==> src/rst_seq_pkg.sv <==
// Constants shared by the warm-reset sequencer ends
// How it works
// - Falling reset restores registers, recovery in 35 us
// - Failed power-on makes reset run full power-up
// - Reset stays high 50 ns before next pulse
// - Reset low 200 ns; device aborts, floats, ignores
// - Select waits 35 us after reset falls
// - Select raised in recovery, lowered 50 ns later
// - Pulse plus hold cover the recovery period
// - Reset ignored during power-up; held reset persists
// - Basic reads clocked at 50 MHz at most
// - Other single-bit commands at 133 MHz at most
// - Quad page write at 80 MHz at most
// - No selection until power-up interval elapses
package rst_seq_pkg;
    localparam int CLK_MHZ                = 50;
    localparam int CLK_NS                 = 1000 / CLK_MHZ;
    localparam int RESTART_SETUP_NS       = 50;
    localparam int RESTART_PULSE_NS       = 200;
    localparam int RESTART_HOLD_NS        = 50;
    localparam int RESTART_RECOVERY_US    = 35;
    localparam int POWER_UP_US            = 300;
    // Least times round up to whole cycles
    localparam int SETUP_CYC    = (RESTART_SETUP_NS + CLK_NS - 1) / CLK_NS;
    localparam int PULSE_CYC    = (RESTART_PULSE_NS + CLK_NS - 1) / CLK_NS;
    localparam int HOLD_CYC     = (RESTART_HOLD_NS + CLK_NS - 1) / CLK_NS;
    localparam int RECOVERY_CYC = RESTART_RECOVERY_US * CLK_MHZ;
    localparam int POWER_UP_CYC = POWER_UP_US * CLK_MHZ;
    localparam int CNT_W        = 24;
    // Serial clock ceilings per command class, MHz
    localparam int SCK_BASIC_MHZ  = 50;
    localparam int SCK_SINGLE_MHZ = 133;
    localparam int SCK_MULTI_MHZ  = 104;
    localparam int SCK_QPW_MHZ    = 80;
    typedef enum logic [1:0] {CLS_BASIC, CLS_SINGLE, CLS_MULTI, CLS_QPW} cmd_class_t;
endpackage

==> src/rst_link_if.sv <==
// Interface joining the controller and the flash reset logic
`timescale 1ns/1ps
interface rst_link_if;
    logic reset_n;
    logic sel_n;
    logic sck;
    logic sio_out;
    logic sio_oe;
    modport ctrl  (output reset_n, output sel_n, output sck, input sio_out, input sio_oe);
    modport flash (input reset_n, input sel_n, input sck, output sio_out, output sio_oe);
endinterface

==> src/flash_reset_core.sv <==
// Flash side: power-up, warm reset recovery and select gating
`timescale 1ns/1ps
module flash_reset_core
    import rst_seq_pkg::*;
#(
    parameter int POWER_UP_CYCLES = rst_seq_pkg::POWER_UP_CYC,
    parameter int RECOVERY_CYCLES = rst_seq_pkg::RECOVERY_CYC
)(
    input  wire logic   clk_in,
    input  wire logic   rst_in,
    rst_link_if.flash   link,
    input  wire logic   por_ok_in,
    input  wire logic   data_in,
    output logic        ready_out,
    output logic        full_por_out,
    output logic        cmd_start_out,
    output logic        abort_out
);
    import rst_seq_pkg::*;
    typedef enum logic [2:0] {ST_PWRUP, ST_HELD, ST_RECOVER, ST_WAIT_DESEL, ST_READY} fstate_t;
    fstate_t state_r;
    fstate_t state_nxt;
    logic [CNT_W-1:0] cnt_r;
    logic [2:0] rst_sync_r;
    logic [2:0] sel_sync_r;
    logic       por_good_r;
    logic       full_r;
    logic       ready_r;
    logic       start_r;
    logic       abort_r;
    wire rst_lvl   = rst_sync_r[1];
    wire rst_fall  = rst_sync_r[2] & ~rst_sync_r[1];
    wire sel_lvl   = sel_sync_r[1];
    wire sel_fall  = sel_sync_r[2] & ~sel_sync_r[1];
    wire cnt_done  = (cnt_r == '0);
    wire [CNT_W-1:0] por_load = CNT_W'(POWER_UP_CYCLES - 1);
    wire [CNT_W-1:0] rec_load = CNT_W'(RECOVERY_CYCLES - 1);
    always_ff @(posedge clk_in)
    begin
        rst_sync_r <= {rst_sync_r[1:0], link.reset_n};
        sel_sync_r <= {sel_sync_r[1:0], link.sel_n};
    end
    always_comb
    begin
        state_nxt = state_r;
        unique case (state_r)
            ST_PWRUP:      if (cnt_done) state_nxt = rst_lvl ? ST_WAIT_DESEL : ST_HELD;
            ST_HELD:       if (rst_lvl) state_nxt = ST_WAIT_DESEL;
            ST_RECOVER:    if (cnt_done) state_nxt = rst_lvl ? ST_WAIT_DESEL : ST_HELD;
            ST_WAIT_DESEL: if (sel_lvl) state_nxt = ST_READY;
            ST_READY:      if (rst_fall) state_nxt = por_good_r ? ST_RECOVER : ST_PWRUP;
        endcase
    end
    always_ff @(posedge clk_in)
    begin
        if (rst_in)
        begin
            state_r    <= ST_PWRUP;
            // Power-up interval counted from reset release
            cnt_r      <= por_load;
            por_good_r <= 1'b0;
            full_r     <= 1'b1;
            ready_r    <= 1'b0;
            start_r    <= 1'b0;
            abort_r    <= 1'b0;
        end
        else
        begin
            state_r <= state_nxt;
            if (state_r == ST_READY && rst_fall)
                cnt_r <= por_good_r ? rec_load : por_load;
            else if (!cnt_done)
                cnt_r <= cnt_r - 1'b1;
            if (state_r == ST_PWRUP && cnt_done)
                por_good_r <= por_ok_in;
            full_r  <= (state_nxt == ST_PWRUP);
            ready_r <= (state_nxt == ST_READY);
            // Commands only after a clean new select edge
            start_r <= (state_r == ST_READY) && sel_fall && !rst_fall;
            abort_r <= (state_r == ST_READY) && rst_fall;
        end
    end
    // Outputs float whenever not ready
    assign link.sio_out = ready_r & data_in;
    assign link.sio_oe  = ready_r;
    assign ready_out     = ready_r;
    assign full_por_out  = full_r;
    assign cmd_start_out = start_r;
    assign abort_out     = abort_r;
endmodule

==> src/flat_wrapper.sv <==
// flat-port wrapper written by rule: the top's interface ports become plain ports
module flash_reset_core_flat import rst_seq_pkg::*;
#(
    parameter int POWER_UP_CYCLES = rst_seq_pkg::POWER_UP_CYC,
    parameter int RECOVERY_CYCLES = rst_seq_pkg::RECOVERY_CYC
)
  (clk_in, rst_in, por_ok_in, data_in, ready_out, full_por_out, cmd_start_out, abort_out, link_reset_n, link_sel_n, link_sck, link_sio_out, link_sio_oe);
  rst_link_if link_i ();
  input  wire logic clk_in;
  input  wire logic rst_in;
  input  wire logic por_ok_in;
  input  wire logic data_in;
  output logic ready_out;
  output logic full_por_out;
  output logic cmd_start_out;
  output logic abort_out;
  input wire logic [$bits(link_i.reset_n)-1:0] link_reset_n;
  input wire logic [$bits(link_i.sel_n)-1:0] link_sel_n;
  input wire logic [$bits(link_i.sck)-1:0] link_sck;
  output wire logic [$bits(link_i.sio_out)-1:0] link_sio_out;
  output wire logic [$bits(link_i.sio_oe)-1:0] link_sio_oe;
  assign link_i.reset_n = link_reset_n;
  assign link_i.sel_n = link_sel_n;
  assign link_i.sck = link_sck;
  assign link_sio_out = link_i.sio_out;
  assign link_sio_oe = link_i.sio_oe;
  flash_reset_core #(.POWER_UP_CYCLES(POWER_UP_CYCLES), .RECOVERY_CYCLES(RECOVERY_CYCLES)) u_core (.clk_in(clk_in), .rst_in(rst_in), .link(link_i), .por_ok_in(por_ok_in), .data_in(data_in), .ready_out(ready_out), .full_por_out(full_por_out), .cmd_start_out(cmd_start_out), .abort_out(abort_out));
endmodule
==> config.mk <==
export PLATFORM = sky130hd
export DESIGN_NAME = flash_reset_core_flat
export DESIGN_NICKNAME = d
export VERILOG_FILES = /design/src/rst_seq_pkg.sv /design/src/rst_link_if.sv /design/src/flash_reset_core.sv /design/src/flat_wrapper.sv
export SDC_FILE = /design/constraint.sdc
export NUM_CORES = 1
export LEC_CHECK = 0
export BUFFER_PORTS_ARGS = -buffer_cell sky130_fd_sc_hd__clkbuf_2
export CAP_MARGIN = 15
export CORE_MARGIN = 2
export CORE_UTILIZATION = 58
export DETAILED_ROUTE_END_ITERATION = 6
export HOLD_SLACK_MARGIN = 0.03
export PLACE_DENSITY = 0.73
export SLEW_MARGIN = 10
export SYNTH_ARGS = -nofsm -noshare
export SYNTH_HDL_FRONTEND = slang
export SYNTH_SLANG_ARGS = --single-unit
==> constraint.sdc <==
create_clock -name clk_in -period 2.6 [get_ports clk_in]
set_clock_uncertainty 0.05 [all_clocks]
set_input_delay 0.65 -clock clk_in [delete_from_list [all_inputs] [get_ports clk_in]]
set_output_delay 0.65 -clock clk_in [all_outputs]
set_load 0.02 [all_outputs]
Word level (Yosys, flattened, before mapping):

Index checks and enable logic that the tools add are counted.

* register bits: 38
* latch bits: 0
* RAM bits: 0
* memory bits (read-only): 0
* input port bits: 7
* output and inout port bits: 6
* logic and storage cells: 40
* memories: 0

* $add $sub $neg: 1
* multiply operators: 0
* divide/modulo/power cells: 0
* $lt $le $gt $ge: 0
* equal/unequal tests: 6
* shift-type cells: 0
* muxes and demuxes: 10
* bitwise logic cells: 5
* reductions and logical operators: 9

Operators with widths (count)
* two-way mux 24 bit: 2
* zero test 24 bit: 1
* subtractor 24 x 1 -> 24 bit, second input constant: 1
* two-way mux 14 bit: 1
* two-way mux 3 bit: 4
* case mux 3 bit (4 select lines): 1
* == test 3 x 2 -> 1 bit, second input constant: 2
* == test 3 bit, second input constant: 2
* zero test 3 bit: 2
* logical AND 1 bit: 4
* two-way mux 2 bit: 2
* bitwise AND 1 bit: 3
* == test 3 x 1 -> 1 bit, second input constant: 1
* != test 2 bit, second input constant: 1
* inverter 1 bit: 2
* OR reduction 2 bit: 1
* zero test 1 bit: 1

Longest topological paths before layout:

* word-level depth: 5
* gate-level depth with buffers: 8
* mapped depth without buffers: 7

Least setup slack after synthesis:

Ideal clock, no wire load.

* path type: register to register
* start: reg u_core.cnt_r[0]
* end: reg u_core.cnt_r[19]
* setup time: 60 ps
* data arrival time: 1858 ps
* required time: 2490 ps
* setup slack: 632 ps
* cell stages (with the launch flop): 9
* path buffers: 1
* clock period less this slack: 1968 ps
* path through: dfxtp_1 -> inv_1 -> ha_1 -> nor4b_4 -> and4b_4 -> a211o_1 -> buf_6 -> or4_1 -> nand2_1

* word-level cells in the longest chain between the ends: 3
* elaborated cells between the ends (all ways): 5
* classes of those cells: add/sub (1); eq/ne (1); mux (2); reduce/logical (1)

Ends and longest elaborated chain
* start, declared: line flash_reset_core.sv:23 `logic [CNT_W-1:0] cnt_r;`
* start signal, assigned: line flash_reset_core.sv:60 `cnt_r <= por_load;`
* start signal, assigned: line flash_reset_core.sv:71 `cnt_r <= por_good_r ? rec_load : por_load;`
* start signal, assigned: line flash_reset_core.sv:73 `cnt_r <= cnt_r - 1'b1;`
* subtractor 24 x 1 -> 24 bit: line flash_reset_core.sv:73
* two-way mux 24 bit: line flash_reset_core.sv:72 `else if (!cnt_done)`
* two-way mux 24 bit: line flash_reset_core.sv:70 `if (state_r == ST_READY && rst_fall)`

Parallel ways exist; a longest one is shown, timed or not. The select of a mux whose other input is x is not followed.
A chain may end at the register's enable or synchronous reset.

Final worst setup path:

* start: reg u_core.cnt_r[0]
* end: reg u_core.cnt_r[23]

Same word-level chain as after synthesis.

==> results.sh <==
export IMPL_cts_resized=0
export IMPL_ant_nets=0
export IMPL_core_area_um2=2980
export IMPL_cts_sinks=38
export IMPL_startpoint_type="flip-flop"
export IMPL_grt_first_pass_wirelength_um=5890
export IMPL_ctsHtreeMaxLevel=2
export IMPL_status="finished clean"
export IMPL_mostFrequentLayoutCells="dfxtp_1 (38), nor2_1 (21), nand2_1 (18), a21oi_1 (12)"
export IMPL_rsz0062_at_grt="false"
export IMPL_ys_seq_area_share_pct=42.9
export IMPL_fillers=271
export IMPL_ir_drop_uv=443
export IMPL_wire_per_inst_um=14.3
export IMPL_ctsLongestPathBuffers=2
export IMPL_grt_overflow_total=0
export IMPL_synth_nets=203
export IMPL_grtUsageTotal_pct=21.9
export IMPL_ys_ff_latch=38
export IMPL_cts_root_buf="clkbuf_4"
export IMPL_slew_headroom_pct=62.5
export IMPL_port_buffers=11
export IMPL_cp_end_kind="flip-flop"
export IMPL_critical_path_class="flip-flop to flip-flop"
export IMPL_antenna_found_initial=0
export IMPL_die_y_um=59.3
export IMPL_die_area_um2=3520
export IMPL_drc=0
export IMPL_wl_um=3430
export IMPL_p_switching_w=0.000212
export IMPL_clock_latency_ns=0.34
export IMPL_synth_flop_cell="dfxtp_1"
export IMPL_finalSetupTns_ns=0
export IMPL_swShare_pct=22.4
export IMPL_viasPerCell=5.95
export IMPL_hold_path_class="flip-flop to flip-flop"
export IMPL_rows=20
export IMPL_cts_hold_buf=0
export IMPL_fin_nets=214
export IMPL_drive_above_1_share_pct=15.5
export IMPL_power_density_nw_per_um2=503
export IMPL_die_w_um=59.3
export IMPL_grt_met1_usage_pct=32.1
export IMPL_pin_count=13
export IMPL_seq_area_um2=761
export IMPL_cts_setup_buffers=0
export IMPL_grt_use_met3_pct=5.90
export IMPL_hold_slack_ns=0.293
export IMPL_setup_violations=0
export IMPL_pwr_share_clk_pct=33.1
export IMPL_drt_iter0_drc=100
export IMPL_detailed_place_hpwl_um=2470
export IMPL_synth_area_um2=1770
export IMPL_required_ns=2.83
export IMPL_combPwrFrac_pct=3.6
export IMPL_ys_async_sr_fraction_pct=0
export IMPL_ys_types=53
export IMPL_finalCritPeriodShare_pct=86.7
export IMPL_syn_inst=195
export IMPL_final_min_clock_period_ns=2.25
export IMPL_maxCapViolCount=0
export IMPL_final_common_cell="dfxtp_1"
export IMPL_drt_pass1_iterations=4
export IMPL_initial_core_util_pct=59.6
export IMPL_total_power_w=0.000949
export IMPL_fmax_mhz=444
export IMPL_power_frac_seq_pct=63.3
export IMPL_place_area_um2=1830
export IMPL_p_int_w=0.000737
export IMPL_worst_slew_pin_slew_ns=0.548
export IMPL_stdcell_area_um2=1890
export IMPL_clk_pin_slew_worst_paths_ns=0.11
export IMPL_crit_path_max_fanout=13
export IMPL_grtUsageMet2_pct=32.0
export IMPL_hold_violations=0
export IMPL_worstPathArrival_ns=2.49
export IMPL_diodes=0
export IMPL_cts_tree="done"
export IMPL_multiInputGateArea_um2=941
export IMPL_numCtsBuffers=5
export IMPL_grt_busiest_layer="met1"
export IMPL_grt_pass1_vias=1258
export IMPL_synth_edff_count=0
export IMPL_yosysWarnings=0
export IMPL_syn_area_per_cell_um2=9.10
export IMPL_syn_to_final_growth_pct=6.42
export IMPL_grt_max_degree=14
export IMPL_leakage_nw=0.688
export IMPL_slew_violations=0
export IMPL_routabilityCongestion=0.849
export IMPL_vias=1428
synth_stat cells (2+ instances only):
| master | number | area share, % |
|---|---|---|
| dfxtp_1 | 38 | 43 |
| nor2_1 | 21 | 4.4 |
| nand2_1 | 18 | 3.8 |
| a21oi_1 | 12 | 3.4 |
| xnor2_1 | 11 | 5.4 |
| nor3_1 | 9 | 2.5 |
| o21ai_0 | 7 | 2.0 |
| or3_1 | 6 | 2.1 |
| inv_1 | 4 | 0.85 |
| nand3_1 | 4 | 1.1 |
| or4_1 | 4 | 1.7 |
| clkbuf_1 | 3 | 0.63 |
| nand2b_1 | 3 | 1.1 |
| nand4_1 | 3 | 1.1 |
| xor2_1 | 3 | 1.5 |
| a2111oi_1 | 2 | 1.1 |
| a211o_1 | 2 | 0.99 |
| buf_4 | 2 | 0.85 |
| buf_6 | 2 | 1.3 |
| mux2i_1 | 2 | 1.1 |
| nand3b_1 | 2 | 0.85 |
| nor2b_1 | 2 | 0.71 |
| nor3b_1 | 2 | 0.85 |
| nor4_2 | 2 | 1.4 |
| o211ai_1 | 2 | 0.85 |
| or2_2 | 2 | 0.71 |
final timing paths:
path | startpoint | to | slack, ns | depth (start not counted)
worst max-delay path | u_core.cnt_r[0] | u_core.cnt_r[23] | 0.35 | 7
worst max register to register | u_core.cnt_r[0] | u_core.cnt_r[23] | 0.35 | 7
worst min-delay path | u_core.sel_sync_r[0] | u_core.sel_sync_r[1] | 0.29 | 0
worst min register to register | u_core.sel_sync_r[0] | u_core.sel_sync_r[1] | 0.29 | 0
power by group through the flow:
stage	logic [W]	registers [W]	clock network, W
2_1_floorplan	0.0000221	0.000611	0
3_3_place_gp	0.0000322	0.000613	0
3_5_place_dp	0.0000336	0.000614	0
4_1_cts	0.0000337	0.000601	0.000326
5_1_grt	0.0000374	0.000602	0.000357
6_report	0.0000338	0.000601	0.000315
layer usage:
layer  vias up  share of wire [%]
li1        729                  -
met1       671                 50
met2        24                 45
met3         4                3.5
met4         0               0.90
met5         -                  0
metrics by stage:
step	util (%)	setup slack [ns]	std cells
detailed placement	61.4	0.360	232
CTS	63.4	0.357	240
floorplan	-	0.632	195
finish	63.4	0.346	240
global route	63.4	0.211	240
global placement	61.4	0.403	232
worst max-delay path, cell delays in order (launching register included):
cell and delay, ns:
dfxtp_1 0.40, inv_1 0.09, ha_1 0.25, nor4b_4 0.15, and4b_4 0.29, a211o_1 0.40, or4_1 0.44, a21oi_1 0.14
area by class of cell:
cell class              count  share of cell area, %
flip-flops and latches     38                   40.3
multi-input cells         144                   49.8
well taps                  33                   2.19
clock inverters             1                  0.265
inverters                   4                  0.795
clock buffers               7                   2.92
repair buffers             13                   3.71
cells by family after synthesis:
group	count (synthesis)	synth area share, %
DFF	38	42.9
AOI/OAI and AO/OA	39	15.5
adders and majority gates	1	0.705
muxes	2	1.13
and+or+nand+nor	88	28.8
buffers and inverters	13	4.09
xor gates and xnor gates	14	6.91
sequential cells by signal (all words and copies together), names as in the netlist:
register	cells
u_core.sel_sync_r	3
u_core.link.sio_oe	1
u_core.rst_sync_r	3
u_core.abort_out	1
u_core.cnt_r	24
u_core.cmd_start_out	1
u_core.full_por_out	1
u_core.por_good_r	1
u_core.state_r	3
(Power assumes the default switching activity.)
